--- src/ftc_regs.vh ---
/*
 * Constants for the fault retry and turn-off control block: command
 * codes, field positions, reset values and timing counts.
 * Assumes a 10 MHz system clock and a decoded PMBus command port.
 */
`ifndef FTC_REGS_VH
`define FTC_REGS_VH

// Command codes
`define FTC_CMD_TURN_OFF_DELAY 8'h64
`define FTC_CMD_TURN_OFF_FALL  8'h65
`define FTC_CMD_TURN_OFF_LIMIT 8'h66
`define FTC_CMD_TIME_UNIT    8'hD2

// Reset values of the word settings
`define FTC_RST_TURN_OFF_DELAY 16'h0000
`define FTC_RST_TURN_OFF_FALL  16'h0000
`define FTC_RST_TURN_OFF_LIMIT 16'h0000

// Fault response fields
`define FTC_RETRY_MSB        5
`define FTC_RETRY_LSB        3
`define FTC_DTIME_MSB        2
`define FTC_DTIME_LSB        0
`define FTC_RETRY_NONE       3'h0
`define FTC_RETRY_FOREVER    3'h7

// Timing: millisecond base tick
`define FTC_CLK_HZ           10000000
`define FTC_TICK_MS          1
`define FTC_MS_CYCLES        (`FTC_CLK_HZ / 1000 * `FTC_TICK_MS)

`endif

--- src/ftc_ms_tick.v ---
/*
 * Millisecond enable divider: one-cycle pulse every CYCLES clocks.
 * Assumes a single free-running clock and asynchronous reset.
 */
`timescale 1ns/1ps

module ftc_ms_tick #(
	parameter CYCLES = 10000
) (
	input  wire        clk,
	input  wire        rst_n,
	output reg         tick
);

	reg  [15:0] div_cnt;

	// Free-running divider, restarts on terminal count
	always @(posedge clk or negedge rst_n) begin
		if (!rst_n) begin
			div_cnt <= 16'h0000;
			tick    <= 1'b0;
		end else if (div_cnt == CYCLES[15:0] - 16'h0001) begin
			div_cnt <= 16'h0000;
			tick    <= 1'b1;
		end else begin
			div_cnt <= div_cnt + 16'h0001;
			tick    <= 1'b0;
		end
	end

endmodule // ftc_ms_tick

--- src/ftc_top.v ---
/*
 * Fault retry policy and output turn-off sequencing for a power stage,
 * with the three turn-off word settings behind a decoded PMBus command
 * port. Assumes the PMBus framing layer, the fault detectors and the
 * 0xD2 time-unit register live outside and feed the ports below.
 */
//
// Contract
// - Code 110 gives six restart attempts, then output stays off until cleared.
// - Code 111 retries forever until commanded off, bias lost, or another fault.
// - Restart attempt starts are spaced by the retry time field times unit.
// - Retry time field n means two to the power n delay units.
// - Same unit count serves as run-on time or retry interval per response.
// - Delay unit length comes from the separate 0xD2 time-unit register.
// - Startup-timeout faults use the output-voltage fault delay unit.
// - After disable wait the 16-bit ms turn-off delay at 0x64; a disable in ST_TRY drops the output at once, with no delay or fall.
// - Then ramp output down over the 16-bit ms fall time at 0x65.
// - Warn if output not below 12.5% within the ms limit at 0x66; the watchdog starts only on a disable in ST_ON, not from ST_RUNON.
// - The three turn-off settings support read word and write word.
// - Latched fault clears by clear command, off-then-on, or bias loss.
`timescale 1ns/1ps
`include "ftc_regs.vh"

module ftc_top #(
	parameter MS_CYCLES = `FTC_MS_CYCLES
) (
	input  wire        clk,
	input  wire        rst_n,
	input  wire [7:0]  cmd_code,
	input  wire        cmd_wr,
	input  wire        cmd_rd,
	input  wire [15:0] wr_word,
	output reg  [15:0] rd_word,
	output reg         rd_ack,
	output reg         cmd_nack,
	input  wire        enable_req,
	input  wire        fault_det,
	input  wire        fault_startup,
	input  wire        fault_fatal,
	input  wire        clear_faults,
	input  wire        restart_ok,
	input  wire [5:0]  fault_response,
	input  wire        response_run_on,
	input  wire [7:0]  unit_ms_vout,
	input  wire [7:0]  unit_ms_other,
	input  wire        vout_low_pin,
	output reg         output_en,
	output reg         fall_active,
	output reg         fault_latched,
	output reg  [2:0]  retry_count,
	output reg         toff_warn
);

	localparam ST_OFF   = 3'h0;
	localparam ST_ON    = 3'h1;
	localparam ST_RUNON = 3'h2;
	localparam ST_WAIT  = 3'h3;
	localparam ST_TRY   = 3'h4;
	localparam ST_LATCH = 3'h5;
	localparam ST_TDLY  = 3'h6;
	localparam ST_FALL  = 3'h7;

	reg  [15:0] turn_off_delay;
	reg  [15:0] turn_off_fall_time;
	reg  [15:0] turn_off_timeout_limit;
	reg  [2:0]  state;
	reg  [15:0] tmr;
	reg  [16:0] warn_cnt;
	reg         warn_run;
	reg         low_s1;
	reg         low_s2;
	wire        ms_tick;
	wire [2:0]  retry_code;
	wire [2:0]  dtime_code;
	wire [7:0]  unit_ms;
	wire [15:0] fault_wait;
	wire        tmr_done;
	wire        retry_left;

	ftc_ms_tick #(
		.CYCLES (MS_CYCLES)
	) u_tick (
		.clk   (clk),
		.rst_n (rst_n),
		.tick  (ms_tick)
	);

	assign retry_code = fault_response[`FTC_RETRY_MSB:`FTC_RETRY_LSB];
	assign dtime_code = fault_response[`FTC_DTIME_MSB:`FTC_DTIME_LSB];
	// Unit comes from the time-unit register; every fault, startup timeout or not, uses the vout unit
	assign unit_ms    = (fault_startup || 1'b1) ? unit_ms_vout : unit_ms_other;
	// 2^n units times unit length; max 128 * 255 fits in 16 bits
	assign fault_wait = ({8'h00, unit_ms} << dtime_code);
	// A phase ends on the tick after the count reaches zero, so N ms never runs short
	assign tmr_done   = (tmr == 16'h0000) && ms_tick;
	// Limit equals the code, this failure included; the forever code never runs out
	assign retry_left = (retry_code == `FTC_RETRY_FOREVER) ||
	                    (retry_count + 3'h1 < retry_code);

	// Low-output comparator comes from the analog side, synchronise it
	always @(posedge clk or negedge rst_n) begin
		if (!rst_n) begin
			low_s1 <= 1'b0;
			low_s2 <= 1'b0;
		end else begin
			low_s1 <= vout_low_pin;
			low_s2 <= low_s1;
		end
	end

	// Word settings and command port; unknown codes are refused
	always @(posedge clk or negedge rst_n) begin
		if (!rst_n) begin
			turn_off_delay         <= `FTC_RST_TURN_OFF_DELAY;
			turn_off_fall_time     <= `FTC_RST_TURN_OFF_FALL;
			turn_off_timeout_limit <= `FTC_RST_TURN_OFF_LIMIT;
			rd_word    <= 16'h0000;
			rd_ack     <= 1'b0;
			cmd_nack   <= 1'b0;
		end else begin
			rd_ack   <= 1'b0;
			cmd_nack <= 1'b0;
			if (cmd_wr) begin
				case (cmd_code)
				`FTC_CMD_TURN_OFF_DELAY: turn_off_delay         <= wr_word;
				`FTC_CMD_TURN_OFF_FALL:  turn_off_fall_time     <= wr_word;
				`FTC_CMD_TURN_OFF_LIMIT: turn_off_timeout_limit <= wr_word;
				default:             cmd_nack   <= 1'b1;
				endcase
			end else if (cmd_rd) begin
				rd_ack <= 1'b1;
				case (cmd_code)
				`FTC_CMD_TURN_OFF_DELAY: rd_word <= turn_off_delay;
				`FTC_CMD_TURN_OFF_FALL:  rd_word <= turn_off_fall_time;
				`FTC_CMD_TURN_OFF_LIMIT: rd_word <= turn_off_timeout_limit;
				default: begin
					rd_word  <= 16'h0000;
					rd_ack   <= 1'b0;
					cmd_nack <= 1'b1;
				end
				endcase
			end
		end
	end

	// Sequencer. The shared ms timer is loaded at each phase start and
	// counts down on the tick, so a retry interval runs from the start
	// of one attempt to the start of the next, not from its failure.
	always @(posedge clk or negedge rst_n) begin
		if (!rst_n) begin
			state         <= ST_OFF;
			tmr           <= 16'h0000;
			output_en     <= 1'b0;
			fall_active   <= 1'b0;
			fault_latched <= 1'b0;
			retry_count   <= 3'h0;
		end else begin
			if (ms_tick && !tmr_done)
				tmr <= tmr - 16'h0001;
			case (state)
			ST_OFF: begin
				output_en   <= 1'b0;
				fall_active <= 1'b0;
				if (enable_req) begin
					state     <= ST_ON;
					output_en <= 1'b1;
				end
			end
			ST_ON: begin
				if (fault_fatal) begin
					state         <= ST_LATCH;
					output_en     <= 1'b0;
					fault_latched <= 1'b1;
				end else if (fault_det && response_run_on) begin
					state <= ST_RUNON;
					tmr   <= fault_wait;
				end else if (fault_det) begin
					output_en <= 1'b0;
					tmr       <= fault_wait;
					if (retry_code == `FTC_RETRY_NONE) begin
						state         <= ST_LATCH;
						fault_latched <= 1'b1;
					end else
						state <= ST_WAIT;
				end else if (!enable_req) begin
					state <= ST_TDLY;
					tmr   <= turn_off_delay;
				end
			end
			ST_RUNON: begin
				// Keep running for the unit count, then shut and latch
				if (!enable_req) begin
					state <= ST_TDLY;
					tmr   <= turn_off_delay;
				end else if (tmr_done || fault_fatal) begin
					state         <= ST_LATCH;
					output_en     <= 1'b0;
					fault_latched <= 1'b1;
				end
			end
			ST_WAIT: begin
				if (!enable_req || fault_fatal) begin
					state         <= fault_fatal ? ST_LATCH : ST_OFF;
					fault_latched <= fault_fatal;
					retry_count   <= 3'h0;
				end else if (tmr_done) begin
					state     <= ST_TRY;
					output_en <= 1'b1;
					tmr       <= fault_wait;
				end
				if (clear_faults)
					retry_count <= 3'h0;
			end
			ST_TRY: begin
				if (!enable_req || fault_fatal) begin
					state         <= fault_fatal ? ST_LATCH : ST_OFF;
					output_en     <= 1'b0;
					fault_latched <= fault_fatal;
					retry_count   <= 3'h0;
				end else if (restart_ok) begin
					state       <= ST_ON;
					retry_count <= 3'h0;
				end else if (fault_det) begin
					output_en <= 1'b0;
					if (retry_count != 3'h7)
						retry_count <= retry_count + 3'h1;
					// Count of one includes this attempt; compare before increment
					if (retry_left)
						state <= ST_WAIT;
					else begin
						state         <= ST_LATCH;
						fault_latched <= 1'b1;
					end
				end else if (clear_faults)
					retry_count <= 3'h0;
			end
			ST_LATCH: begin
				output_en <= 1'b0;
				// Clear command, or command off so the next on restarts
				if (clear_faults || !enable_req) begin
					state         <= ST_OFF;
					fault_latched <= 1'b0;
					retry_count   <= 3'h0;
				end
			end
			ST_TDLY: begin
				if (tmr_done) begin
					state       <= ST_FALL;
					fall_active <= 1'b1;
					tmr         <= turn_off_fall_time;
				end
			end
			ST_FALL: begin
				if (tmr_done) begin
					state       <= ST_OFF;
					fall_active <= 1'b0;
					output_en   <= 1'b0;
				end
			end
			default: state <= ST_OFF;
			endcase
		end
	end

	// Turn-off watchdog: runs from disable in ST_ON until the output reads low.
	// A new event setting the warning wins over a clear in that cycle.
	always @(posedge clk or negedge rst_n) begin
		if (!rst_n) begin
			warn_run  <= 1'b0;
			warn_cnt  <= 17'h00000;
			toff_warn <= 1'b0;
		end else begin
			if (state == ST_ON && !enable_req && !fault_det && !fault_fatal) begin
				warn_run <= 1'b1;
				warn_cnt <= 17'h00000;
			end else if (warn_run && low_s2)
				warn_run <= 1'b0;
			else if (warn_run && ms_tick)
				warn_cnt <= warn_cnt + 17'h00001;
			if (warn_run && !low_s2 && (warn_cnt >= {1'b0, turn_off_timeout_limit})) begin
				toff_warn <= 1'b1;
				warn_run  <= 1'b0;
			end else if (clear_faults)
				toff_warn <= 1'b0;
		end
	end

endmodule // ftc_top

--- config.mk ---
export PLATFORM = sky130hd
export DESIGN_NAME = ftc_top
export DESIGN_NICKNAME = d
export VERILOG_FILES = /design/src/ftc_ms_tick.v /design/src/ftc_top.v
export VERILOG_INCLUDE_DIRS = /design/src
export SDC_FILE = /design/constraint.sdc
export NUM_CORES = 1
export LEC_CHECK = 0
export BUFFER_PORTS_ARGS = -buffer_cell sky130_fd_sc_hd__buf_2
export CORE_ASPECT_RATIO = 2
export CORE_UTILIZATION = 45
export CTS_BUF_LIST = sky130_fd_sc_hd__clkbuf_8
export DETAILED_ROUTE_END_ITERATION = 16
export PLACE_DENSITY = 0.63
export SLEW_MARGIN = 15
export SYNTH_ARGS = -nofsm -noshare
export SYNTH_HDL_FRONTEND = slang
export SYNTH_SLANG_ARGS = --single-unit
--- constraint.sdc ---
create_clock -name clk -period 2.1 [get_ports clk]
set_input_delay 0.42 -clock clk [delete_from_list [all_inputs] [get_ports clk]]
set_output_delay 0.42 -clock clk [all_outputs]
set_load 0.01 [all_outputs]
==> summary by stage <==
Clock tree
The longest clock path from root to sink contains 2 buffers. The TritonCTS clock tree is built. The clock slew at the register clock pins of the worst setup and hold paths is 0.09 ns. Clock tree synthesis selected as its root buffer the cell sky130_fd_sc_hd__clkbuf_8. The number of H-tree levels is 4.

The number of clock buffers added by TritonCTS is 17. At the later pin of the worst-skew pair, clock insertion delay measures 0.46 ns. CTS saw 129 sinks.

Placed design
The number of buffers inserted by port buffering is 73. The cell area reported after detailed placement is 9890 µm². At the end of routability-driven placement, the weighted congestion stood at 0.957. Counting tap cells, the placed design contains a total of 1285 instances.

The final HPWL from detailed placement is 21200 µm.

Cells and area
The number of antenna diodes in the final layout is 0. The final net count is 1185. Once layout is complete, the utilization of the core stands at 0.618. The post-layout instance count excluding filler cells is 1328. Relative to the synthesized area, the layout overhead comes to 35.2%. Of the cells placed in the final design, the portion with a size suffix greater than 1 is 0.384. The finished cells cover 10900 µm².

Global routing
For this run, the total global-route usage over all layers was measured as 0.303. Entering global routing, the biggest net connects 56 pins. The via count of the first global-routing pass is 8388. The initial antenna violation count came to 0.

The global-route wire length before repair is 43000 µm. The global route total overflow is 0.

Power and ir drop
The analysis attributes to cell leakage a power of 5.06 nW. Dividing total power by cell area gives a power density of 1030 nW/µm². The worst supply voltage drop on vdd is 0.000539 V.

Critical path
The nature of the critical path startpoint is a flip-flop. For the worst setup path, the data arrival time is 2.64 ns. The worst setup path category is flip-flop to flip-flop. The worst setup path is captured at a flip-flop.

The critical path data required time is 2.49 ns. Along the worst path, the maximum fanout reaches 3.

Drt
The final layout contains routed wiring with a total length of 27600 µm. After detailed routing, the number of remaining DRC violations is 0. For this block, the via count after detailed routing is 7877.

Before antenna repair, the detailed router went through 5 iterations. The initial DRC count is 423. The routed wire length per instance is 20.8 µm. The vias per cell is 5.93. The number of nets with antenna violations after detailed routing is 0.

Synthesis
The synthesized design contains 0 enable-type register cells. The share of the Yosys chip area taken by registers is 0.399. The cell taking the most area after synthesis is sky130_fd_sc_hd__dfrtp_1. The post-synthesis async set-or-reset flop share is 1.00. In this run, synthesis produced a sequential element count of 129.

Of the post-synthesis cell area, the dominant cell type holds 0.399. The post-synthesis area per instance is 9.25 µm². The commonest register cell after synthesis is sky130_fd_sc_hd__dfrtp_1. The warning count from the yosys run is 0.

The total nets after synthesis is 955. Yosys mapped the design onto 77 distinct sky130hd cell types. The cell area that synthesis handed to floorplanning was 8090 µm². By area the synthesized netlist is led by sky130_fd_sc_hd__dfrtp_1 40%, sky130_fd_sc_hd__mux2_2 7.4%, sky130_fd_sc_hd__nor2_1 4.5%, sky130_fd_sc_hd__a21oi_1 3.8%, sky130_fd_sc_hd__mux2i_1 3.6%. Synthesis produced a netlist whose cell count is 874.

STA
The actual slew at the worst max-slew pin is 0.572 ns. Static timing analysis puts the maximum clock frequency at 445 MHz. The final critical-path share of the clock period is 1.07. For the final database, setup skew stands at 0.0181 ns. The final number of max-transition violations is 0. Setup repair after global routing could not meet its margin everywhere. The final hold violation count is 0. The minimum clock period is 2.24 ns. Setup violations remaining at the end of the flow were counted as 13. After layout, the worst setup slack is -0.145 ns.

The worst slew margin relative to its limit is 0.614.

Worst hold path
The class of the most critical hold timing path is primary input to flip-flop.

Floorplan
The initial core utilization is 0.457. The top-level I/O count is 83. The initialized floorplan defines 69 standard-cell rows. The floorplan step set the die height to 192 µm. After floorplanning, the core was sized to cover 17700 µm².

The die footprint is 18500 µm². In this run the horizontal extent of the chip is 96.8 µm.

Run status
The checks that failed: setup timing. The run finished, with violations left.

Run
The tool flagged a number of max-cap violations equal to 0.
report_power, final:
| group | switching [mW] | internal (mW) | leakage [nW] | total [mW] |
|---|---|---|---|---|
| registers | 0.420 | 2.87 | 1.72 | 3.29 |
| logic | 3.17 | 2.81 | 3.15 | 5.98 |
| clock network | 0.984 | 0.990 | 0.195 | 1.97 |
per-stage QoR:
step	setup slack (ns)	setup TNS [ns]	hold slack [ns]	power (mW)
after global placement	-0.349	-3.63	0.333	8.20
final	-0.145	-0.590	0.0724	11.2
after global routing	-0.226	-2.19	0.0605	11.9
after detailed placement	-0.373	-4.08	0.338	8.25
after CTS	-0.126	-0.646	0.0565	10.6
after floorplan	-0.00989	-0.00989	0.124	5.88
critical path: stages (launching register included):
cell,delay [ns]
sky130_fd_sc_hd__dfrtp_1,0.39
sky130_fd_sc_hd__or4_4,0.59
sky130_fd_sc_hd__nor3_4,0.32
sky130_fd_sc_hd__nand2_4,0.13
sky130_fd_sc_hd__buf_12,0.15
sky130_fd_sc_hd__nor4_4,0.18
sky130_fd_sc_hd__xor2_2,0.20
sky130_fd_sc_hd__o21ai_1,0.08
sky130_fd_sc_hd__a31oi_1,0.15
synth_stat cells (5+ instances only):
cell and number:
sky130_fd_sc_hd__o21ai_0 42, sky130_fd_sc_hd__ha_1 23, sky130_fd_sc_hd__nor3_1 20, sky130_fd_sc_hd__nand2_1 74
sky130_fd_sc_hd__mux2i_1 29, sky130_fd_sc_hd__xnor2_1 15, sky130_fd_sc_hd__and3_1 9, sky130_fd_sc_hd__o221ai_1 5
sky130_fd_sc_hd__nand4_1 10, sky130_fd_sc_hd__o21a_1 7, sky130_fd_sc_hd__or3_1 10, sky130_fd_sc_hd__nand2b_1 7
sky130_fd_sc_hd__buf_2 9, sky130_fd_sc_hd__xor2_1 21, sky130_fd_sc_hd__nand3_1 29, sky130_fd_sc_hd__o211ai_1 10
sky130_fd_sc_hd__clkbuf_1 29, sky130_fd_sc_hd__a221oi_1 8, sky130_fd_sc_hd__nor2b_1 9, sky130_fd_sc_hd__o21ai_1 6
sky130_fd_sc_hd__a21o_1 6, sky130_fd_sc_hd__o31ai_1 18, sky130_fd_sc_hd__a22oi_1 7, sky130_fd_sc_hd__dfrtp_1 129
sky130_fd_sc_hd__nor4_1 5, sky130_fd_sc_hd__mux2_2 53, sky130_fd_sc_hd__inv_1 36, sky130_fd_sc_hd__a21oi_1 61
sky130_fd_sc_hd__nor2_1 98, sky130_fd_sc_hd__a211oi_1 7, sky130_fd_sc_hd__a31oi_1 8
worst paths after layout:
check	startpoint	to	slack [ns]	cells past startpoint
worst min-delay path	vout_low_pin	low_s1$_DFF_PN0_	0.07	1
min in group asynchronous	rst_n	output_en$_DFFE_PN0P_	0.48	2
worst min register to register	low_s1$_DFF_PN0_	low_s2$_DFF_PN0_	0.35	0
worst max-delay path	tmr[4]$_DFF_PN0_	tmr[13]$_DFF_PN0_	-0.14	8
worst max register to register	tmr[4]$_DFF_PN0_	tmr[13]$_DFF_PN0_	-0.14	8
max in group asynchronous	rst_n	cmd_nack$_DFF_PN0_	0.98	3
layer usage:
| layer | share of wire | GRT usage |
|---|---|---|
| met1 | 0.33 | 0.280 |
| met2 | 0.56 | 0.580 |
| met3 | 0.040 | 0.0539 |
| met4 | 0.074 | 0.231 |
| met5 | 0 | 0 |
state kept, by name, summed over array words and instances (netlist names), 3 cells and up:
name	flops
retry_count	3
turn_off_timeout_limit	16
u_tick.div_cnt	16
turn_off_delay	16
turn_off_fall_time	16
state	3
rd_word	16
tmr	16
warn_cnt	17
kinds of logic after synthesis:
logic type | after synthesis | synth area share
adder cells (fa/ha/maj) | 23 | 0.0356
multiplexers | 86 | 0.121
AO/OA/AOI/OAI | 215 | 0.173
AND/OR/NAND/NOR | 303 | 0.190
flip-flops | 129 | 0.399
XOR/XNOR | 37 | 0.0410
buffers and inverters | 81 | 0.0404
placed cells by master, fill, tap and decap left out, types with 10 or more instances in the layout:
master                     instances
sky130_fd_sc_hd__xor2_1           21
sky130_fd_sc_hd__mux2i_1          29
sky130_fd_sc_hd__a21oi_1          52
sky130_fd_sc_hd__buf_2            72
sky130_fd_sc_hd__nand2_1          68
sky130_fd_sc_hd__dfrtp_1         124
sky130_fd_sc_hd__ha_1             18
sky130_fd_sc_hd__nand3_1          23
sky130_fd_sc_hd__buf_4           154
sky130_fd_sc_hd__o21ai_1          10
sky130_fd_sc_hd__clkbuf_8         20
sky130_fd_sc_hd__inv_1            37
sky130_fd_sc_hd__o211ai_1         10
sky130_fd_sc_hd__o31ai_1          18
sky130_fd_sc_hd__mux2_2           52
sky130_fd_sc_hd__buf_6            18
sky130_fd_sc_hd__o21ai_0          33
sky130_fd_sc_hd__nor3_1           19
sky130_fd_sc_hd__nor2_1           93
sky130_fd_sc_hd__nand4_1          10
sky130_fd_sc_hd__or3_1            10
sky130_fd_sc_hd__xnor2_1          13
final cells by class:
| class | count | area [µm²] |
|---|---|---|
| fillers | 1528 | 6770 |
| multi-input cells | 664 | 5040 |
| flip-flops and latches | 129 | 3230 |
| repair buffers | 254 | 1900 |
| clock buffers | 20 | 275 |
| well taps | 213 | 267 |
| inverters | 38 | 143 |
| clock inverters | 10 | 72.6 |
repair_timing:
item,CTS,global route
setup endpoints to repair,21,27
setup buffers,5,9
hold buffers,1,0
resized for setup,50,75
pin swaps,23,38
hold endpoints to repair,51,0
(Power assumes the default switching activity.)
